--- src/common/psl_pkg.sv ---
// Constants, field layouts and carrier types of the strap option latch
package psl_pkg;

  // Register port geometry
  localparam int ADDR_W = 5;
  localparam int DATA_W = 16;

  // Register addresses
  localparam logic [ADDR_W-1:0] REG_CTRL_ADDR = 5'h00;
  localparam logic [ADDR_W-1:0] REG_ADV_ADDR  = 5'h04;
  localparam logic [ADDR_W-1:0] REG_STAT_ADDR = 5'h1F;

  // Control register field positions
  localparam int CTRL_SPEED_BIT = 13;
  localparam int CTRL_AN_BIT    = 12;
  localparam int CTRL_ISO_BIT   = 10;
  localparam int CTRL_DUP_BIT   = 8;

  // Advertisement register field positions and values
  localparam int ADV_CAP_LSB = 5;
  localparam int ADV_CAP_W   = 4;
  localparam int ADV_SEL_W   = 5;
  localparam logic [ADV_SEL_W-1:0] ADV_SELECTOR = 5'h01;
  localparam logic [ADV_CAP_W-1:0] ADV_CAP_ALL  = 4'hF;
  localparam logic [ADV_CAP_W-1:0] ADV_CAP_10   = 4'h3;
  localparam logic [ADV_CAP_W-1:0] ADV_CAP_RST  = 4'hF;

  // Status register field positions
  localparam int STAT_FIBER_BIT = 0;
  localparam int STAT_FEF_BIT   = 1;
  localparam int STAT_DONE_BIT  = 2;

  // Cycles after reset release before the strap levels are taken
  localparam int SETTLE_CYC = 3;
  localparam int CNT_W      = 2;
  localparam logic [CNT_W-1:0] SETTLE_LAST = CNT_W'(SETTLE_CYC - 1);

  // Two-way strap pins, one bit each
  typedef struct packed {
    logic isolate;
    logic speed;
    logic duplex;
    logic autoneg_strap;
  } psl_pins_s;

  // Internal pull levels: isolate and fiber select down, the rest up
  localparam psl_pins_s PIN_PULL = 4'h7;
  localparam logic FIBER_PULL = 1'b0;

  // Configuration produced from the straps
  typedef struct packed {
    logic isolate;
    logic speed_100;
    logic full_duplex;
    logic autoneg_en;
    logic far_fault_en;
    logic fiber_select;
  } psl_cfg_s;

  // Values before capture: the pull defaults in copper mode
  localparam psl_cfg_s CFG_RST = 6'h14;

  typedef enum {SEQ_SETTLE, SEQ_LATCH, SEQ_RUN} psl_seq_e;

endpackage

--- src/core/psl_pin.sv ---
// One strap pin: synchroniser on the input, registered drive afterwards
`timescale 1ns/10ps
module psl_pin
  import psl_pkg::*;
#(
  parameter logic PULL = 1'b0
) (
  input  wire logic clk,
  input  wire logic rst_b,
  input  wire logic pad_i,
  input  wire logic func_i,
  input  wire logic drive_en,
  output logic      pad_o,
  output logic      pad_oe,
  output logic      level_o
);

  logic meta_q;
  logic level_q;

  // Two-flop synchroniser, resting at the pull level during reset
  always_ff @(posedge clk or negedge rst_b) begin
    if (!rst_b) begin
      meta_q  <= PULL;
      level_q <= PULL;
    end else begin
      meta_q  <= pad_i;
      level_q <= meta_q;
    end
  end

  // Pin released while straps are sampled, driven once running
  always_ff @(posedge clk or negedge rst_b) begin
    if (!rst_b) begin
      pad_oe <= 1'b0;
      pad_o  <= 1'b0;
    end else begin
      pad_oe <= drive_en;
      pad_o  <= func_i;
    end
  end

  assign level_o = level_q;
endmodule

--- src/core/psl_capture_seq.sv ---
// Capture sequencer: settle after reset release, latch once, then run
`timescale 1ns/10ps
module psl_capture_seq
  import psl_pkg::*;
(
  input  wire logic clk,
  input  wire logic rst_b,
  output logic      latch_o,
  output logic      run_o
);

  psl_seq_e         state_q;
  psl_seq_e         state_d;
  logic [CNT_W-1:0] cnt_q;
  logic [CNT_W-1:0] cnt_d;

  // Next state: wait for synchronisers, one latch cycle, then run forever
  always_comb begin
    state_d = state_q;
    cnt_d   = cnt_q;
    case (state_q)
      SEQ_SETTLE: begin
        if (cnt_q == SETTLE_LAST) begin
          state_d = SEQ_LATCH;
        end else begin
          cnt_d = cnt_q + CNT_W'(1);
        end
      end
      SEQ_LATCH: state_d = SEQ_RUN;
      SEQ_RUN:   state_d = SEQ_RUN;
      default:   state_d = SEQ_SETTLE;
    endcase
  end

  // State and settle counter
  always_ff @(posedge clk or negedge rst_b) begin
    if (!rst_b) begin
      state_q <= SEQ_SETTLE;
      cnt_q   <= '0;
    end else begin
      state_q <= state_d;
      cnt_q   <= cnt_d;
    end
  end

  assign latch_o = (state_q == SEQ_LATCH);
  assign run_o   = (state_q == SEQ_RUN);
endmodule

--- src/core/psl_top.sv ---
// Strap option latch: samples strap pins after reset and loads configuration
`timescale 1ns/10ps
module psl_top
  import psl_pkg::*;
(
  input  wire logic              clk,
  input  wire logic              rst_b,
  input  wire logic [ADDR_W-1:0] reg_addr,
  input  wire logic [DATA_W-1:0] reg_wdata,
  input  wire logic              reg_wr,
  input  wire logic              reg_rd,
  output logic      [DATA_W-1:0] reg_rdata,
  input  wire psl_pins_s         strap_pad_i,
  output psl_pins_s              strap_pad_o,
  output psl_pins_s              strap_pad_oe,
  input  wire psl_pins_s         strap_func_i,
  input  wire logic              fiber_select_i,
  output psl_cfg_s               cfg_o,
  output logic [ADV_CAP_W-1:0]   adv_cap_o,
  output logic                   strap_done
);

  // Synchronised pin levels and sequencer outputs
  psl_pins_s pin_lvl;
  logic      fiber_lvl;
  logic      latch_p;
  logic      run;

  // Configuration and advertisement state
  psl_cfg_s              cfg_q;
  psl_cfg_s              cfg_d;
  logic [ADV_CAP_W-1:0]  adv_cap_q;
  logic [ADV_CAP_W-1:0]  adv_cap_d;
  logic [DATA_W-1:0]     rdata_q;
  logic [DATA_W-1:0]     rdata_d;

  // Capture sequencing after reset release
  psl_capture_seq u_seq (
    .clk     (clk),
    .rst_b   (rst_b),
    .latch_o (latch_p),
    .run_o   (run)
  );

  // One synchroniser and pad driver per two-way strap pin
  for (genvar i = 0; i < $bits(psl_pins_s); i++) begin : g_pin
    psl_pin #(.PULL(PIN_PULL[i])) u_pin (
      .clk      (clk),
      .rst_b    (rst_b),
      .pad_i    (strap_pad_i[i]),
      .func_i   (strap_func_i[i]),
      .drive_en (run),
      .pad_o    (strap_pad_o[i]),
      .pad_oe   (strap_pad_oe[i]),
      .level_o  (pin_lvl[i])
    );
  end

  // Fiber select is an input only; its drive side stays unused
  psl_pin #(.PULL(FIBER_PULL)) u_fiber (
    .clk      (clk),
    .rst_b    (rst_b),
    .pad_i    (fiber_select_i),
    .func_i   (1'b0),
    .drive_en (1'b0),
    .pad_o    (),
    .pad_oe   (),
    .level_o  (fiber_lvl)
  );

  // Strap decode into configuration values
  wire       cap_fiber    = fiber_lvl;
  wire       cap_isolate  = pin_lvl.isolate;
  wire       cap_speed    = cap_fiber ? 1'b1 : pin_lvl.speed;
  wire       cap_fef      = cap_fiber ? pin_lvl.speed : 1'b0;
  wire       cap_full_dup = ~pin_lvl.duplex;
  wire       cap_autoneg  = pin_lvl.autoneg_strap & ~cap_fiber;
  wire [ADV_CAP_W-1:0] cap_adv = cap_speed ? ADV_CAP_ALL : ADV_CAP_10;

  // Register port decode
  wire wr_ctrl = reg_wr && run && (reg_addr == REG_CTRL_ADDR);
  wire wr_adv  = reg_wr && run && (reg_addr == REG_ADV_ADDR);
  wire rd_ctrl = reg_rd && (reg_addr == REG_CTRL_ADDR);
  wire rd_adv  = reg_rd && (reg_addr == REG_ADV_ADDR);
  wire rd_stat = reg_rd && (reg_addr == REG_STAT_ADDR);

  // Register images
  wire [DATA_W-1:0] ctrl_img = (DATA_W'(cfg_q.speed_100)   << CTRL_SPEED_BIT)
                             | (DATA_W'(cfg_q.autoneg_en)  << CTRL_AN_BIT)
                             | (DATA_W'(cfg_q.isolate)     << CTRL_ISO_BIT)
                             | (DATA_W'(cfg_q.full_duplex) << CTRL_DUP_BIT);
  wire [DATA_W-1:0] adv_img  = (DATA_W'(adv_cap_q) << ADV_CAP_LSB) | DATA_W'(ADV_SELECTOR);
  wire [DATA_W-1:0] stat_img = (DATA_W'(cfg_q.fiber_select) << STAT_FIBER_BIT)
                             | (DATA_W'(cfg_q.far_fault_en) << STAT_FEF_BIT)
                             | (DATA_W'(run)                << STAT_DONE_BIT);

  // Next configuration: one-time capture, then software writes
  always_comb begin
    cfg_d     = cfg_q;
    adv_cap_d = adv_cap_q;
    if (latch_p) begin
      cfg_d.isolate      = cap_isolate;
      cfg_d.speed_100    = cap_speed;
      cfg_d.full_duplex  = cap_full_dup;
      cfg_d.autoneg_en   = cap_autoneg;
      cfg_d.far_fault_en = cap_fef;
      cfg_d.fiber_select = cap_fiber;
      adv_cap_d          = cap_adv;
    end else begin
      if (wr_ctrl) begin
        cfg_d.isolate     = reg_wdata[CTRL_ISO_BIT];
        cfg_d.speed_100   = reg_wdata[CTRL_SPEED_BIT];
        cfg_d.full_duplex = reg_wdata[CTRL_DUP_BIT];
        cfg_d.autoneg_en  = reg_wdata[CTRL_AN_BIT] & ~cfg_q.fiber_select;
      end
      if (wr_adv) begin
        adv_cap_d = reg_wdata[ADV_CAP_LSB +: ADV_CAP_W];
      end
    end
  end

  // Read data valid in the cycle after the strobe only
  always_comb begin
    rdata_d = '0;
    if (rd_ctrl) begin
      rdata_d = ctrl_img;
    end else if (rd_adv) begin
      rdata_d = adv_img;
    end else if (rd_stat) begin
      rdata_d = stat_img;
    end
  end

  // Configuration, advertisement and read data registers
  always_ff @(posedge clk or negedge rst_b) begin
    if (!rst_b) begin
      cfg_q     <= CFG_RST;
      adv_cap_q <= ADV_CAP_RST;
      rdata_q   <= '0;
    end else begin
      cfg_q     <= cfg_d;
      adv_cap_q <= adv_cap_d;
      rdata_q   <= rdata_d;
    end
  end

  assign reg_rdata  = rdata_q;
  assign cfg_o      = cfg_q;
  assign adv_cap_o  = adv_cap_q;
  assign strap_done = run;

  // Cycles since reset release, saturating; only the checks read it
  logic [2:0] rel_cnt_q;

  // Release counter for the latch slot check
  always_ff @(posedge clk or negedge rst_b) begin
    if (!rst_b) begin
      rel_cnt_q <= '0;
    end else if (rel_cnt_q != 3'h7) begin
      rel_cnt_q <= rel_cnt_q + 3'h1;
    end
  end
endmodule

--- config.mk ---
export PLATFORM = sky130hd
export DESIGN_NAME = psl_top
export DESIGN_NICKNAME = d
export VERILOG_FILES = /design/src/common/psl_pkg.sv /design/src/core/psl_pin.sv /design/src/core/psl_capture_seq.sv /design/src/core/psl_top.sv
export SDC_FILE = /design/constraint.sdc
export NUM_CORES = 1
export LEC_CHECK = 0
export BUFFER_PORTS_ARGS = -buffer_cell sky130_fd_sc_hd__buf_2
export CELL_PAD_IN_SITES_DETAIL_PLACEMENT = 1
export CELL_PAD_IN_SITES_GLOBAL_PLACEMENT = 1
export CORE_ASPECT_RATIO = 1.75
export CORE_UTILIZATION = 35
export DETAILED_ROUTE_END_ITERATION = 10
export PLACE_DENSITY = 0.8
export SLEW_MARGIN = 20
export SYNTH_ARGS = -nofsm -noshare
export SYNTH_HDL_FRONTEND = slang
export SYNTH_SLANG_ARGS = --single-unit
--- constraint.sdc ---
create_clock -name clk -period 2.1 [get_ports clk]
set_input_delay 0.525 -clock clk [delete_from_list [all_inputs] [get_ports clk]]
set_output_delay 0.525 -clock clk [all_outputs]
set_load 0.01 [all_outputs]
# ---- Word level (Yosys, flattened, before mapping)
# Index checks and enable logic that the tools add are counted.
dict set report op_classes {
  add_sub_neg 1
  n_eq_ne 8
  mux 12
  bitwise 11
  reduce_logical 12
}
# cell n
set op_table {}
lappend op_table {{32-bit by 2-bit equality test with 1-bit output (second input constant)} 2}
lappend op_table {{32-bit case mux with 2 select lines} 1}
lappend op_table {{32-bit by 1-bit equality test with 1-bit output (second input constant)} 1}
lappend op_table {{32-bit by 3-bit equality test with 1-bit output (second input constant)} 1}
lappend op_table {{32-bit zero test} 1}
lappend op_table {{16-bit two-way mux} 2}
lappend op_table {{32-bit two-way mux} 1}
lappend op_table {{4-bit two-way mux} 5}
lappend op_table {{14-bit by 11-bit OR with 14-bit output} 1}
lappend op_table {{14-bit by 13-bit OR with 14-bit output} 1}
lappend op_table {{14-bit by 9-bit OR with 14-bit output} 1}
lappend op_table {{1-bit logical AND} 6}
lappend op_table {{5-bit by 3-bit equality test with 1-bit output (second input constant)} 1}
lappend op_table {{5-bit equality test (second input constant)} 1}
lappend op_table {{5-bit zero test} 1}
lappend op_table {{1-bit NOT} 4}
lappend op_table {{2-bit nonzero test} 2}
lappend op_table {{3-bit two-way mux} 1}
lappend op_table {{2-bit by 3-bit OR with 3-bit output} 1}
lappend op_table {{2-bit by 1-bit adder with 2-bit output (second input constant)} 1}
lappend op_table {{1-bit AND} 2}
lappend op_table {{2-bit equality test (second input constant)} 1}
lappend op_table {{1-bit two-way mux} 2}
lappend op_table {{2-bit by 1-bit inequality test with 1-bit output (second input constant)} 1}
lappend op_table {{other kinds (3)} 3}
dict set report word_totals {
  ff_bits 75
  output_inout_bits 35
  wordCells 69
}

# ---- Logic depth before layout (Yosys ltp)
# Gate-level depths: netlist (run 1).
dict set report depth {
  ltp_word 5
  mapped_depth 6
  mapped_depth_nobuf 5
}

# ---- Cells and area by module
# Synthesis (run 1) repeated with hierarchy kept, for this count alone.
dict set report hier_totals {
  hier_cells 124
  hier_area_um2 1676.6
}
# mod instances cells_per_inst area_each_um2
set by_module_without_submodules {}
lappend by_module_without_submodules {psl_top 1 86 928.4}
lappend by_module_without_submodules {{psl_pin (g_pin[0].u_pin ...)} 3 4 102.6}
lappend by_module_without_submodules {psl_capture_seq 1 18 240.2}
lappend by_module_without_submodules {{psl_pin (g_pin[3].u_pin ...)} 2 4 100.1}

# ---- Least setup slack after synthesis (run 1)
# No wires, ideal clock.
dict set report synth_path {
  path_kind {reg2reg}
  startpoint {reg u_seq.state_q[0]}
  endpoint {reg cfg_q, in the netlist cfg_o[2]}
  arrival_time_ns 1.458
  required_ns 2.018
  path_slack_ns 0.560
  path_stages_with_launch 7
  path_buffers 1
  period_less_slack_ns 1.540
  cell_sequence {dfrtp_1 > inv_1 > ha_1 > nand4bb_1 > buf_2 > o21ai_2 > mux2_2}
}
dict set report synth_between {
  elab_chain_len 4
  word_cells_on_any_way 6
}
# element line_no
set synth_rtl {}
lappend synth_rtl {{from (decl)} psl_capture_seq.sv:12} ;# psl_seq_e state_q;
lappend synth_rtl {{from (signal assigned)} psl_capture_seq.sv:41} ;# state_q <= state_d;
lappend synth_rtl {{32-bit by 3-bit equality test with 1-bit output} psl_capture_seq.sv:47} ;# assign run_o = (state_q == SEQ_RUN);
lappend synth_rtl {{via strap_done} psl_top.sv:20} ;# output logic strap_done
lappend synth_rtl {{1-bit logical AND (2 in series)} psl_top.sv:81} ;# wire wr_ctrl = reg_wr && run && (reg_addr == REG_CTRL_ADDR);
lappend synth_rtl {{2-bit nonzero test (no line)} n/a}
lappend synth_rtl {{to (signal assigned)} psl_top.sv:141} ;# cfg_q <= cfg_d;
lappend synth_rtl {{to (decl)} psl_top.sv:30} ;# psl_cfg_s cfg_q;
# The timed path passes the listed nets, and every way through them passes these cells.
# A chain may end at the register's enable or synchronous reset.

# ---- Worst setup path in the final report (run 1)
dict set report layout_path {
  startpoint {reg u_seq.state_q[0]}
  endpoint {reg cfg_q, in the netlist cfg_o[2]}
}
dict set report layout_between {
  elab_chain_len 4
  word_cells_on_any_way 6
}
# element line_no
set layout_rtl {}
lappend layout_rtl {{32-bit by 3-bit equality test with 1-bit output} psl_capture_seq.sv:47}
lappend layout_rtl {{1-bit logical AND (2 in series)} psl_top.sv:81}
lappend layout_rtl {{2-bit nonzero test (no line)} n/a}
# Parallel ways exist; a longest one is shown, timed or not.

==> impl_metrics.py, run 1 <==
metrics = {
    "global_route": {
        "grt_pass1_vias": 1081,
        "antenna_found_initial": 0,
        "grt.overflow.total": 0,
        "grt_usage_pct": 14.78,
        "grt_max_degree": 21,
        "grt_pass1_wl_um": 5016,
    },
    "synth": {
        "yosysWarnings": 0,
        "synth_edf_count": 0,
        "synthXorXnorAreaFrac_pct": 0.5473,
        "synthFlopType": "dfrtp_1",
        "yosys_register_bits": 39,
        "synth_top_family_by_area": "simple AND/OR/NAND/NOR gates",
        "muxShareOfSynthArea_pct": 2.033,
        "syn_avg_cell_area_um2": 12.50,
        "synthSimpleGateAreaFrac_pct": 13.53,
        "syn_inst": 128,
        "ys_types": 36,
        "synthArstFlopShare_pct": 100.0,
        "synthesis.area_um2": 1600,
        "synth_compound_area_share_pct": 8.991,
        "synthAdderAreaFrac_pct": 3.909,
        "ys_seq_area_share_pct": 61.92,
    },
    "die": {
        "io_pins": 69,
        "die_area_um2": 4857,
        "dieHeight_um": 91.45,
        "initial_core_util_pct": 36.34,
        "fp.dieW_um": 53.12,
        "core.rowCount": 32,
        "core_um2": 4404,
    },
    "run_status": {
        "status": "complete, no violations",
    },
    "clock_tree": {
        "cts_hold_buf": 0,
        "cts_max_level": 2,
        "clock-sinks": 39,
        "clock_latency_ns": 0.29,
        "path_clk_slew_ns": 0.07,
        "cts_setup_buffers": 0,
        "cts_made_buffers": 5,
        "clk_path_buf_depth": 2,
        "postCtsResizedCells": 0,
        "cts_tree": "built",
        "cts-root-buf": "clkbuf_8",
    },
    "timing": {
        "setup_violations": 0,
        "clock.fmax_mhz": 545.6,
        "clock_skew_ns": 0.006011,
        "fin_tns_setup_ns": 0,
        "fin_crit_sh_pct": 87.28,
        "slew_headroom_pct": 61.91,
        "rsz0062_at_grt": "false",
        "finalMaxSlewViolations": 0,
        "hold_viol_final": 0,
        "tightest_slew_ns": 0.5634,
        "period_needed_ns": 1.833,
    },
    "power": {
        "cellPowerDensity_nw_per_um2": 773.5,
        "leakagePower_uw": 0.0009567,
        "ir_drop_v": 0.0005656,
    },
    "final_layout": {
        "antenna_cells": 0,
        "fillers": 513,
        "finalNonFillerCells": 231,
        "final_layout_size_suffix_gt1_share_pct": 43.89,
        "synthToLayoutAreaGrowth_pct": 21.50,
        "nets": 218,
    },
    "route": {
        "wl_per_cell_um": 14.27,
        "postRouteAntennaNets": 0,
        "initialDrtViolationCount": 10,
        "drtPass1Iterations": 6,
        "vias": 1127,
        "drc": 0,
        "viasPerCell": 4.879,
        "routed_wirelength_um": 3297,
    },
    "hold_path": {
        "hp-class": "input pin to asynchronous set/reset pin",
    },
    "setup_path": {
        "r2r-end": "cfg_o[2]",
        "rr_worst_depth": 5,
        "cp_data_required_time_ns": 2.31,
        "r2r_slack_ns": 0.27,
        "critPathCaptureType": "flip-flop",
        "cp-start-kind": "flip-flop",
        "crit_type": "flip-flop to flip-flop",
        "r2r-start": "u_seq.state_q[0]",
        "crit_fanout": 9,
        "cp.arrival_ns": 2.05,
    },
    "place": {
        "dp_hpwl_um": 2651,
        "port_buffers": 53,
        "place_inst": 223,
        "gp_congestion": 0.7587,
    },
    "job": {
        "drv_cap": 0,
    },
}
-- how the worst max path moves through the flow --
stage	start	to	slack [ns]	cells after the start
after floorplan	u_seq.state_q[0]	cfg_o[2]	0.56	6
after global placement	u_seq.state_q[0]	cfg_o[2]	0.31	5
after detailed placement	u_seq.state_q[0]	cfg_o[2]	0.24	5
after CTS	u_seq.state_q[0]	cfg_o[2]	0.23	5
after global routing	u_seq.state_q[0]	cfg_o[2]	0.10	5
final	u_seq.state_q[0]	cfg_o[2]	0.27	5
-- stage by stage --
step,total power (µW),setup slack (ns),hold WS (ns),utilization (%),instance area (µm²)
floorplan,954.4,0.5596,0.2294,-,1619
global route,1568,0.1034,0.2058,44.15,1944
detailed placement,1047,0.2442,0.3378,42.33,1864
global placement,1041,0.3100,0.3320,42.33,1864
finish,1504,0.2672,0.1855,44.15,1944
CTS,1528,0.2302,0.1932,44.15,1944
-- area by class of cell --
type                    instances  area (µm²)  area share [%]
flip-flops and latches         39       991.0           50.97
multi-input cells              71       486.7           25.03
repair buffers                 56       300.3           15.44
clock buffers                   8       80.08           4.118
well taps                      51       63.81           3.282
inverters                       6       22.52           1.158
-- where the power goes --
| group | total (µW) | internal [µW] | leakage [µW] | switching (µW) |
|---|---|---|---|---|
| combinational | 174 | 79.9 | 0.000455 | 94.5 |
| sequential | 854 | 823 | 0.000462 | 30.6 |
| clock | 475 | 236 | 0.0000395 | 240 |
-- per-layer routing --
metal / up-vias / share of wire (%) / global-route usage [%]
met5: - / 0 / 0
met2: 39 / 57 / 26.27
met1: 560 / 35 / 14.29
met4: 0 / 1.9 / 6.579
met3: 6 / 6.1 / 5.528
li1: 522 / - / -
-- kinds of logic (layout without fill, tap and decap cells) --
family | Yosys count | count (layout)
other | 1 | 6
XOR/XNOR | 1 | 1
adder cells (fa/ha/maj) | 5 | 5
buffers and inverters | 23 | 70
multiplexers | 3 | 3
AO/OA/AOI/OAI | 20 | 20
AND/OR/NAND/NOR | 36 | 36
flip-flops | 39 | 39
-- worst max-delay path, cell delays in order (launching register included) --
cell and delay [ns]:
dfrtp_1 0.39, inv_1 0.13, ha_1 0.24, nand4bb_1 0.35, o21ai_2 0.28, mux2_2 0.36
-- cells in the final DEF (no fill, tap or decap), types with 2 or more instances in the layout --
| master | instances |
|---|---|
| a31oi_1 | 2 |
| and2_1 | 5 |
| and3_1 | 3 |
| buf_2 | 53 |
| buf_4 | 2 |
| clkbuf_1 | 3 |
| clkbuf_8 | 5 |
| conb_1 | 6 |
| dfrtp_1 | 27 |
| dfstp_2 | 12 |
| ha_1 | 5 |
| inv_1 | 5 |
| mux2_2 | 2 |
| nand2_1 | 4 |
| nand2b_1 | 2 |
| nand3_1 | 4 |
| nand4_1 | 3 |
| nor2_1 | 6 |
| nor3_1 | 2 |
| o21ai_0 | 8 |
| o31a_1 | 3 |
| o32a_1 | 2 |
-- state kept, by name (all words and copies together), names as in the netlist --
signal               flops
u_seq.cnt_q              2
g_pin.u_pin.pad_o        4
g_pin.u_pin.level_o      4
u_fiber.meta_q           1
cfg_o                    6
reg_rdata               10
adv_cap_o                4
u_seq.state_q            2
g_pin.u_pin.pad_oe       1
g_pin.u_pin.meta_q       4
u_fiber.level_o          1
-- cell usage after synthesis (3+ instances only) --
cell     number  share of area, %
inv_1         5               1.2
o21ai_0       8               2.5
dfstp_2      12                20
nor2_1        6               1.4
buf_4        14               6.6
nand3_1       4               1.3
dfrtp_1      27                42
o31a_1        3               1.6
nand4_1       3               1.2
and3_1        3               1.2
nand2_1       4              0.94
and2_1        5               2.0
ha_1          5               3.9
Power figures use the tool's default switching activity.
==> run 2, diff against run 1 <==
--- a/config.mk
+++ b/config.mk
@@ -12,6 +12,7 @@
 export CORE_UTILIZATION = 35
 export DETAILED_ROUTE_END_ITERATION = 10
 export PLACE_DENSITY = 0.8
+export RECOVER_POWER = 50
 export SLEW_MARGIN = 20
 export SYNTH_ARGS = -nofsm -noshare
 export SYNTH_HDL_FRONTEND = slang
==> run 2 against run 1 <==
Effect of this change: non-clock buffer count unchanged; clock skew about the same; setup slack is essentially flat; clock power hardly changed; combinational power is essentially flat; highest routed layer unchanged.
==> impl_metrics.py, run 2 (same netlist as run 1, synthesis figures left out) <==
metrics = {
    "power": {
        "comb_power_share_pct": 11.6,
        "leakagePower_uw": 0.0009539,
        "cellPowerDensity_nw_per_um2": 773.8,
        "p_seq_share_pct": 56.8,
        "clkPwrFrac_pct": 31.6,
        "p_switching_uw": 364.7,
        "ir_drop_v": 0.0005645,
        "intPower_uw": 1139,
        "swShare_pct": 24.26,
    },
    "final_layout": {
        "finalInstanceArea_um2": 1943,
        "nets": 218,
        "largest_reg_flops": 10,
        "mostFrequentLayoutCells": "buf_2, dfrtp_1, dfstp_2",
        "fillers": 512,
        "ff_latch_area_um2": 991.0,
        "final_layout_size_suffix_gt1_share_pct": 43.33,
        "antenna_cells": 0,
        "final_common_cell": "buf_2",
        "synthToLayoutAreaGrowth_pct": 21.42,
        "multiInputGateArea_um2": 486.7,
        "finalNonFillerCells": 231,
    },
    "timing": {
        "slew_headroom_pct": 26.20,
        "clock_skew_ns": 0.005965,
        "hold_viol_final": 0,
        "tightest_slew_ns": 1.107,
        "worst_hold_slack_ns": 0.3325,
        "rsz0062_at_grt": "false",
        "finalMaxSlewViolations": 0,
        "fin_tns_setup_ns": 0,
        "setup_ws_ns": 0.2672,
        "fin_crit_sh_pct": 87.28,
        "clock.fmax_mhz": 545.6,
        "period_needed_ns": 1.833,
        "setup_violations": 0,
    },
    "setup_path": {
        "crit_chain": "inv_1 > ha_1 > nand4bb_1 > o21ai_2 > mux2_2",
        "critPathMaxStageDelay_ns": 0.39,
        "crit_fanout": 9,
        "crit_slowest_cell": "dfrtp_1",
        "crit_type": "flip-flop to flip-flop",
        "cp-start-kind": "flip-flop",
        "cp.arrival_ns": 2.05,
        "critPathCaptureType": "flip-flop",
        "cp_data_required_time_ns": 2.31,
        "r2r_slack_ns": 0.27,
    },
    "clock_tree": {
        "cts_max_level": 2,
        "postCtsResizedCells": 0,
        "cts_hold_buf": 0,
        "cts_tree": "built",
        "cts_setup_buffers": 0,
        "cts-root-buf": "clkbuf_8",
        "path_clk_slew_ns": 0.07,
        "clock_latency_ns": 0.29,
        "cts_made_buffers": 5,
        "clk_path_buf_depth": 2,
        "clock-sinks": 39,
    },
    "place": {
        "place_ws_ns": 0.2442,
        "dp_hpwl_um": 2651,
        "post_dp_cell_area_um2": 1864,
        "place_inst": 223,
        "gp_congestion": 0.7587,
        "port_buffers": 53,
    },
    "global_route": {
        "grt_pass1_wl_um": 5016,
        "grt_max_degree": 21,
        "grt_usage_pct": 14.78,
        "antenna_found_initial": 0,
        "grt_pass1_vias": 1081,
        "grt.overflow.total": 0,
    },
    "die": {
        "core.rowCount": 32,
        "core_um2": 4404,
        "fp.dieW_um": 53.12,
        "initial_core_util_pct": 36.34,
        "io_pins": 69,
        "dieHeight_um": 91.45,
        "die_area_um2": 4857,
    },
    "route": {
        "initialDrtViolationCount": 10,
        "drtPass1Iterations": 6,
        "vias": 1126,
        "drc": 0,
        "routed_wirelength_um": 3296,
        "viasPerCell": 4.874,
        "postRouteAntennaNets": 0,
        "wl_per_cell_um": 14.27,
    },
    "job": {
        "drv_cap": 0,
    },
    "run_status": {
        "status": "complete, no violations",
    },
    "hold_path": {
        "hp-class": "input pin to flip-flop",
    },
}
run 2: layout make-up:
type,count,area share (%)
Sequential cell,39,51.00
Multi-Input combinational cell,71,25.05
Timing Repair Buffer,56,15.39
Clock buffer,8,4.121
Tap cell,51,3.284
Inverter,6,1.159
run 2: metrics by stage:
stage / power (µW) / utilization (%)
floorplan: 954.4 / -
global placement: 1041 / 42.33
detailed placement: 1047 / 42.33
CTS: 1528 / 44.15
global route: 1568 / 44.12
finish: 1504 / 44.12
run 2: metal layers:
layer,GRT usage (%),vias up,routed length [µm]
li1,-,522,-
met1,14.29,559,1145
met2,26.27,39,1889
met4,6.579,0,63
met3,5.528,6,197
met5,0,-,0
run 2: power groups by stage:
stage | clock network [µW] | registers [µW] | logic, µW
5_1_grt | 515 | 860 | 193
2_1_floorplan | 0 | 880 | 74.5
4_1_cts | 494 | 855 | 179
3_5_place_dp | 0 | 869 | 179
6_report | 475 | 854 | 174
3_3_place_gp | 0 | 867 | 173
run 2: path summary, 6_finish.rpt:
kind,start,endpoint,cells after the start
max,u_seq.state_q[0],cfg_o[2],5
min in group asynchronous,rst_b,u_fiber.meta_q,1
max in group asynchronous,rst_b,adv_cap_o[1],2
max reg2reg,u_seq.state_q[0],cfg_o[2],5
min reg2reg,g_pin[3].u_pin.meta_q,g_pin[3].u_pin.level_o,0
min,strap_pad_i[0],g_pin[0].u_pin.meta_q,1
run 2: worst max-delay path, delay by kind of cell, from the launching register on:
kind	cells	cell delay, ns
mux	1	0.36
simple gates	1	0.35
buf+inv	1	0.13
fa+ha+maj	1	0.24
flops	1	0.39
compound gates	1	0.28
==> run 3, diff against run 2 <==
--- a/config.mk
+++ b/config.mk
@@ -5,11 +5,12 @@
 export SDC_FILE = /design/constraint.sdc
 export NUM_CORES = 1
 export LEC_CHECK = 0
+export ABC_AREA = 1
 export BUFFER_PORTS_ARGS = -buffer_cell sky130_fd_sc_hd__buf_2
 export CELL_PAD_IN_SITES_DETAIL_PLACEMENT = 1
 export CELL_PAD_IN_SITES_GLOBAL_PLACEMENT = 1
 export CORE_ASPECT_RATIO = 1.75
-export CORE_UTILIZATION = 35
+export CORE_UTILIZATION = 34
 export DETAILED_ROUTE_END_ITERATION = 10
 export PLACE_DENSITY = 0.8
 export RECOVER_POWER = 50
@@ -17,3 +18,4 @@
 export SYNTH_ARGS = -nofsm -noshare
 export SYNTH_HDL_FRONTEND = slang
 export SYNTH_SLANG_ARGS = --single-unit
+export TNS_END_PERCENT = 5
==> run 3 against run 2 <==
Effect of this change: global-route usage rose by 0.96 points; die area rose by 3.5%; sequential power barely moved; critical endpoint is now strap_done; highest routed layer unchanged.
==> impl_metrics.py, run 3 <==
metrics = {
    "synth": {
        "synth_edf_count": 0,
        "yosysWarnings": 0,
        "ys_seq_area_share_pct": 61.54,
        "syn_inst": 153,
        "ys_types": 21,
        "synth.most_common_cell": "nand2_1",
        "synthArstFlopShare_pct": 100.0,
        "synthesis.area_um2": 1610,
        "synthFlopType": "dfrtp_1",
        "synth_top_area_share_pct": 41.96,
        "synthTopCellsByCount": "nand2_1, dfrtp_1, buf_4, inv_1, dfstp_2",
        "netlist.top_cell.by_area": "dfrtp_1",
        "yosys_register_bits": 39,
        "syn_avg_cell_area_um2": 10.52,
        "synthTopCellsByArea": "dfrtp_1, dfstp_2, nand2_1",
    },
    "die": {
        "die_area_um2": 5026,
        "fp.dieW_um": 54.02,
        "io_pins": 69,
        "initial_core_util_pct": 35.91,
        "core_um2": 4484,
        "dieHeight_um": 93.04,
        "core.rowCount": 32,
    },
    "run_status": {
        "status": "complete, no violations",
    },
    "power": {
        "comb_power_share_pct": 11.2,
        "cellPowerDensity_nw_per_um2": 817.2,
        "p_seq_share_pct": 53.9,
        "p_switching_uw": 391.5,
        "intPower_uw": 1198,
        "finalPower_uw": 1590,
        "leakagePower_uw": 0.001089,
        "ir_drop_v": 0.0004052,
        "swShare_pct": 24.62,
        "clkPwrFrac_pct": 34.9,
    },
    "clock_tree": {
        "cts_max_level": 2,
        "path_clk_slew_ns": 0.07,
        "clk_path_buf_depth": 2,
        "cts-root-buf": "clkbuf_8",
        "clock_latency_ns": 0.30,
        "postCtsResizedCells": 0,
        "cts_hold_buf": 0,
        "cts_setup_buffers": 0,
        "clock-sinks": 39,
        "cts_made_buffers": 5,
        "cts_tree": "built",
    },
    "timing": {
        "rsz0062_at_grt": "false",
        "tightest_slew_ns": 1.014,
        "fin_crit_sh_pct": 83.29,
        "period_needed_ns": 1.749,
        "finalMaxSlewViolations": 0,
        "setup_violations": 0,
        "clock_skew_ns": 0.007253,
        "slew_headroom_pct": 32.38,
        "clock.fmax_mhz": 571.7,
        "fin_tns_setup_ns": 0,
        "hold_viol_final": 0,
    },
    "route": {
        "drc": 0,
        "initialDrtViolationCount": 15,
        "drtPass1Iterations": 4,
        "viasPerCell": 4.527,
        "postRouteAntennaNets": 0,
        "vias": 1159,
        "wl_per_cell_um": 12.75,
        "routed_wirelength_um": 3263,
    },
    "setup_path": {
        "crit_type": "flip-flop to primary output",
        "critPathMaxStageDelay_ns": 0.38,
        "cp_data_required_time_ns": 1.57,
        "critPathLaunch": "u_seq.state_q[0]",
        "crit_slowest_cell": "dfrtp_1",
        "crit_fanout": 4,
        "crit_chain": "inv_1 > ha_1 > buf_2",
        "critPathCaptureType": "primary output",
        "cp.arrival_ns": 1.22,
        "r2r-start": "u_seq.state_q[1]",
        "cp-start-kind": "flip-flop",
    },
    "final_layout": {
        "nets": 243,
        "final_common_cell": "buf_2",
        "synthToLayoutAreaGrowth_pct": 20.82,
        "largest_reg_flops": 10,
        "antenna_cells": 0,
        "fillers": 558,
        "final_layout_size_suffix_gt1_share_pct": 40.49,
        "mostFrequentLayoutCells": "buf_2, nand2_1, dfrtp_1",
    },
    "hold_path": {
        "hold_start": "strap_pad_i[2]",
        "hp-class": "input pin to flip-flop",
    },
    "global_route": {
        "grt_pass1_vias": 1169,
        "grt.overflow.total": 0,
        "antenna_found_initial": 0,
        "grt_usage_pct": 15.75,
        "grt_max_degree": 21,
        "grt_pass1_wl_um": 5437,
    },
    "place": {
        "port_buffers": 53,
        "dp_hpwl_um": 2491,
        "gp_congestion": 0.6843,
    },
    "job": {
        "drv_cap": 0,
    },
}
run 3: cell types whose count changed in the layout (fill, tap and decap cells not counted), sizes merged, moves of 3 or more:
| cell | previous run | this run |
|---|---|---|
| and2 | 5 | 0 |
| nand2 | 4 | 37 |
| and3 | 3 | 0 |
| inv | 5 | 16 |
| buf | 55 | 52 |
| o31a | 3 | 0 |
| nor2 | 6 | 12 |
| nand3 | 4 | 11 |
run 3: worst max-delay path: cells and delay by family, from the launching register on:
family	cells	cell delay (ns)
adders and majority gates	1	0.25
DFF	1	0.38
buffers and inverters	2	0.29
run 3: cell families after synthesis:
group | after synthesis | share of synthesized area [%]
buffers and inverters | 31 | 10.96
DFF | 39 | 61.54
and+or+nand+nor | 68 | 20.36
other | 1 | 0.2329
AOI/OAI and AO/OA | 8 | 2.486
xor gates and xnor gates | 1 | 0.5440
adders and majority gates | 5 | 3.885
run 3: power by group through the flow:
stage / clock [µW] / sequential (µW) / combinational, µW
after global placement: 0 / 869 / 180
after global routing: 603 / 864 / 203
after floorplan: 0 / 886 / 77.9
final: 555 / 857 / 178
after CTS: 571 / 858 / 188
after detailed placement: 0 / 872 / 187
run 3: worst paths after layout:
kind | slack [ns] | cells past startpoint | endpoint
max | 0.35 | 3 | strap_done
min | 0.32 | 1 | g_pin[2].u_pin.meta_q
max reg2reg | 0.64 | 8 | cfg_o[2]
min reg2reg | 0.35 | 0 | g_pin[3].u_pin.level_o
max in group asynchronous | 0.64 | 2 | adv_cap_o[0]
min in group asynchronous | 0.37 | 1 | reg_rdata[10]
run 3: cell type report:
class                      instances  area, µm²  area share [%]
timing repair buffer              54      269.0           13.83
clock buffer                       8      100.1           5.145
multi-input combinational         88      461.7           23.73
sequential                        39      991.0           50.93
inverter                          16      60.06           3.087
tap                               51      63.81           3.280
run 3: metal layers:
metal  track usage [%]  vias to the layer above  share of wire [%]
li1                  -                      555                  -
met1             15.95                      558                 37
met2             26.65                       39                 56
met3             4.878                        7                5.0
met4             9.615                        0                2.9
met5                 0                        -                  0
run 3: stage by stage:
step	instances	util (%)	instance area, µm²	hold WS, ns	setup WS, ns
floorplan	158	-	1629	0.2294	0.8579
global placement	248	41.52	1862	0.3329	0.6737
detailed placement	248	41.52	1862	0.3364	0.6254
CTS	256	43.75	1962	0.1810	0.3343
global route	256	43.39	1946	0.3132	0.2673
finish	256	43.39	1946	0.3216	0.3509
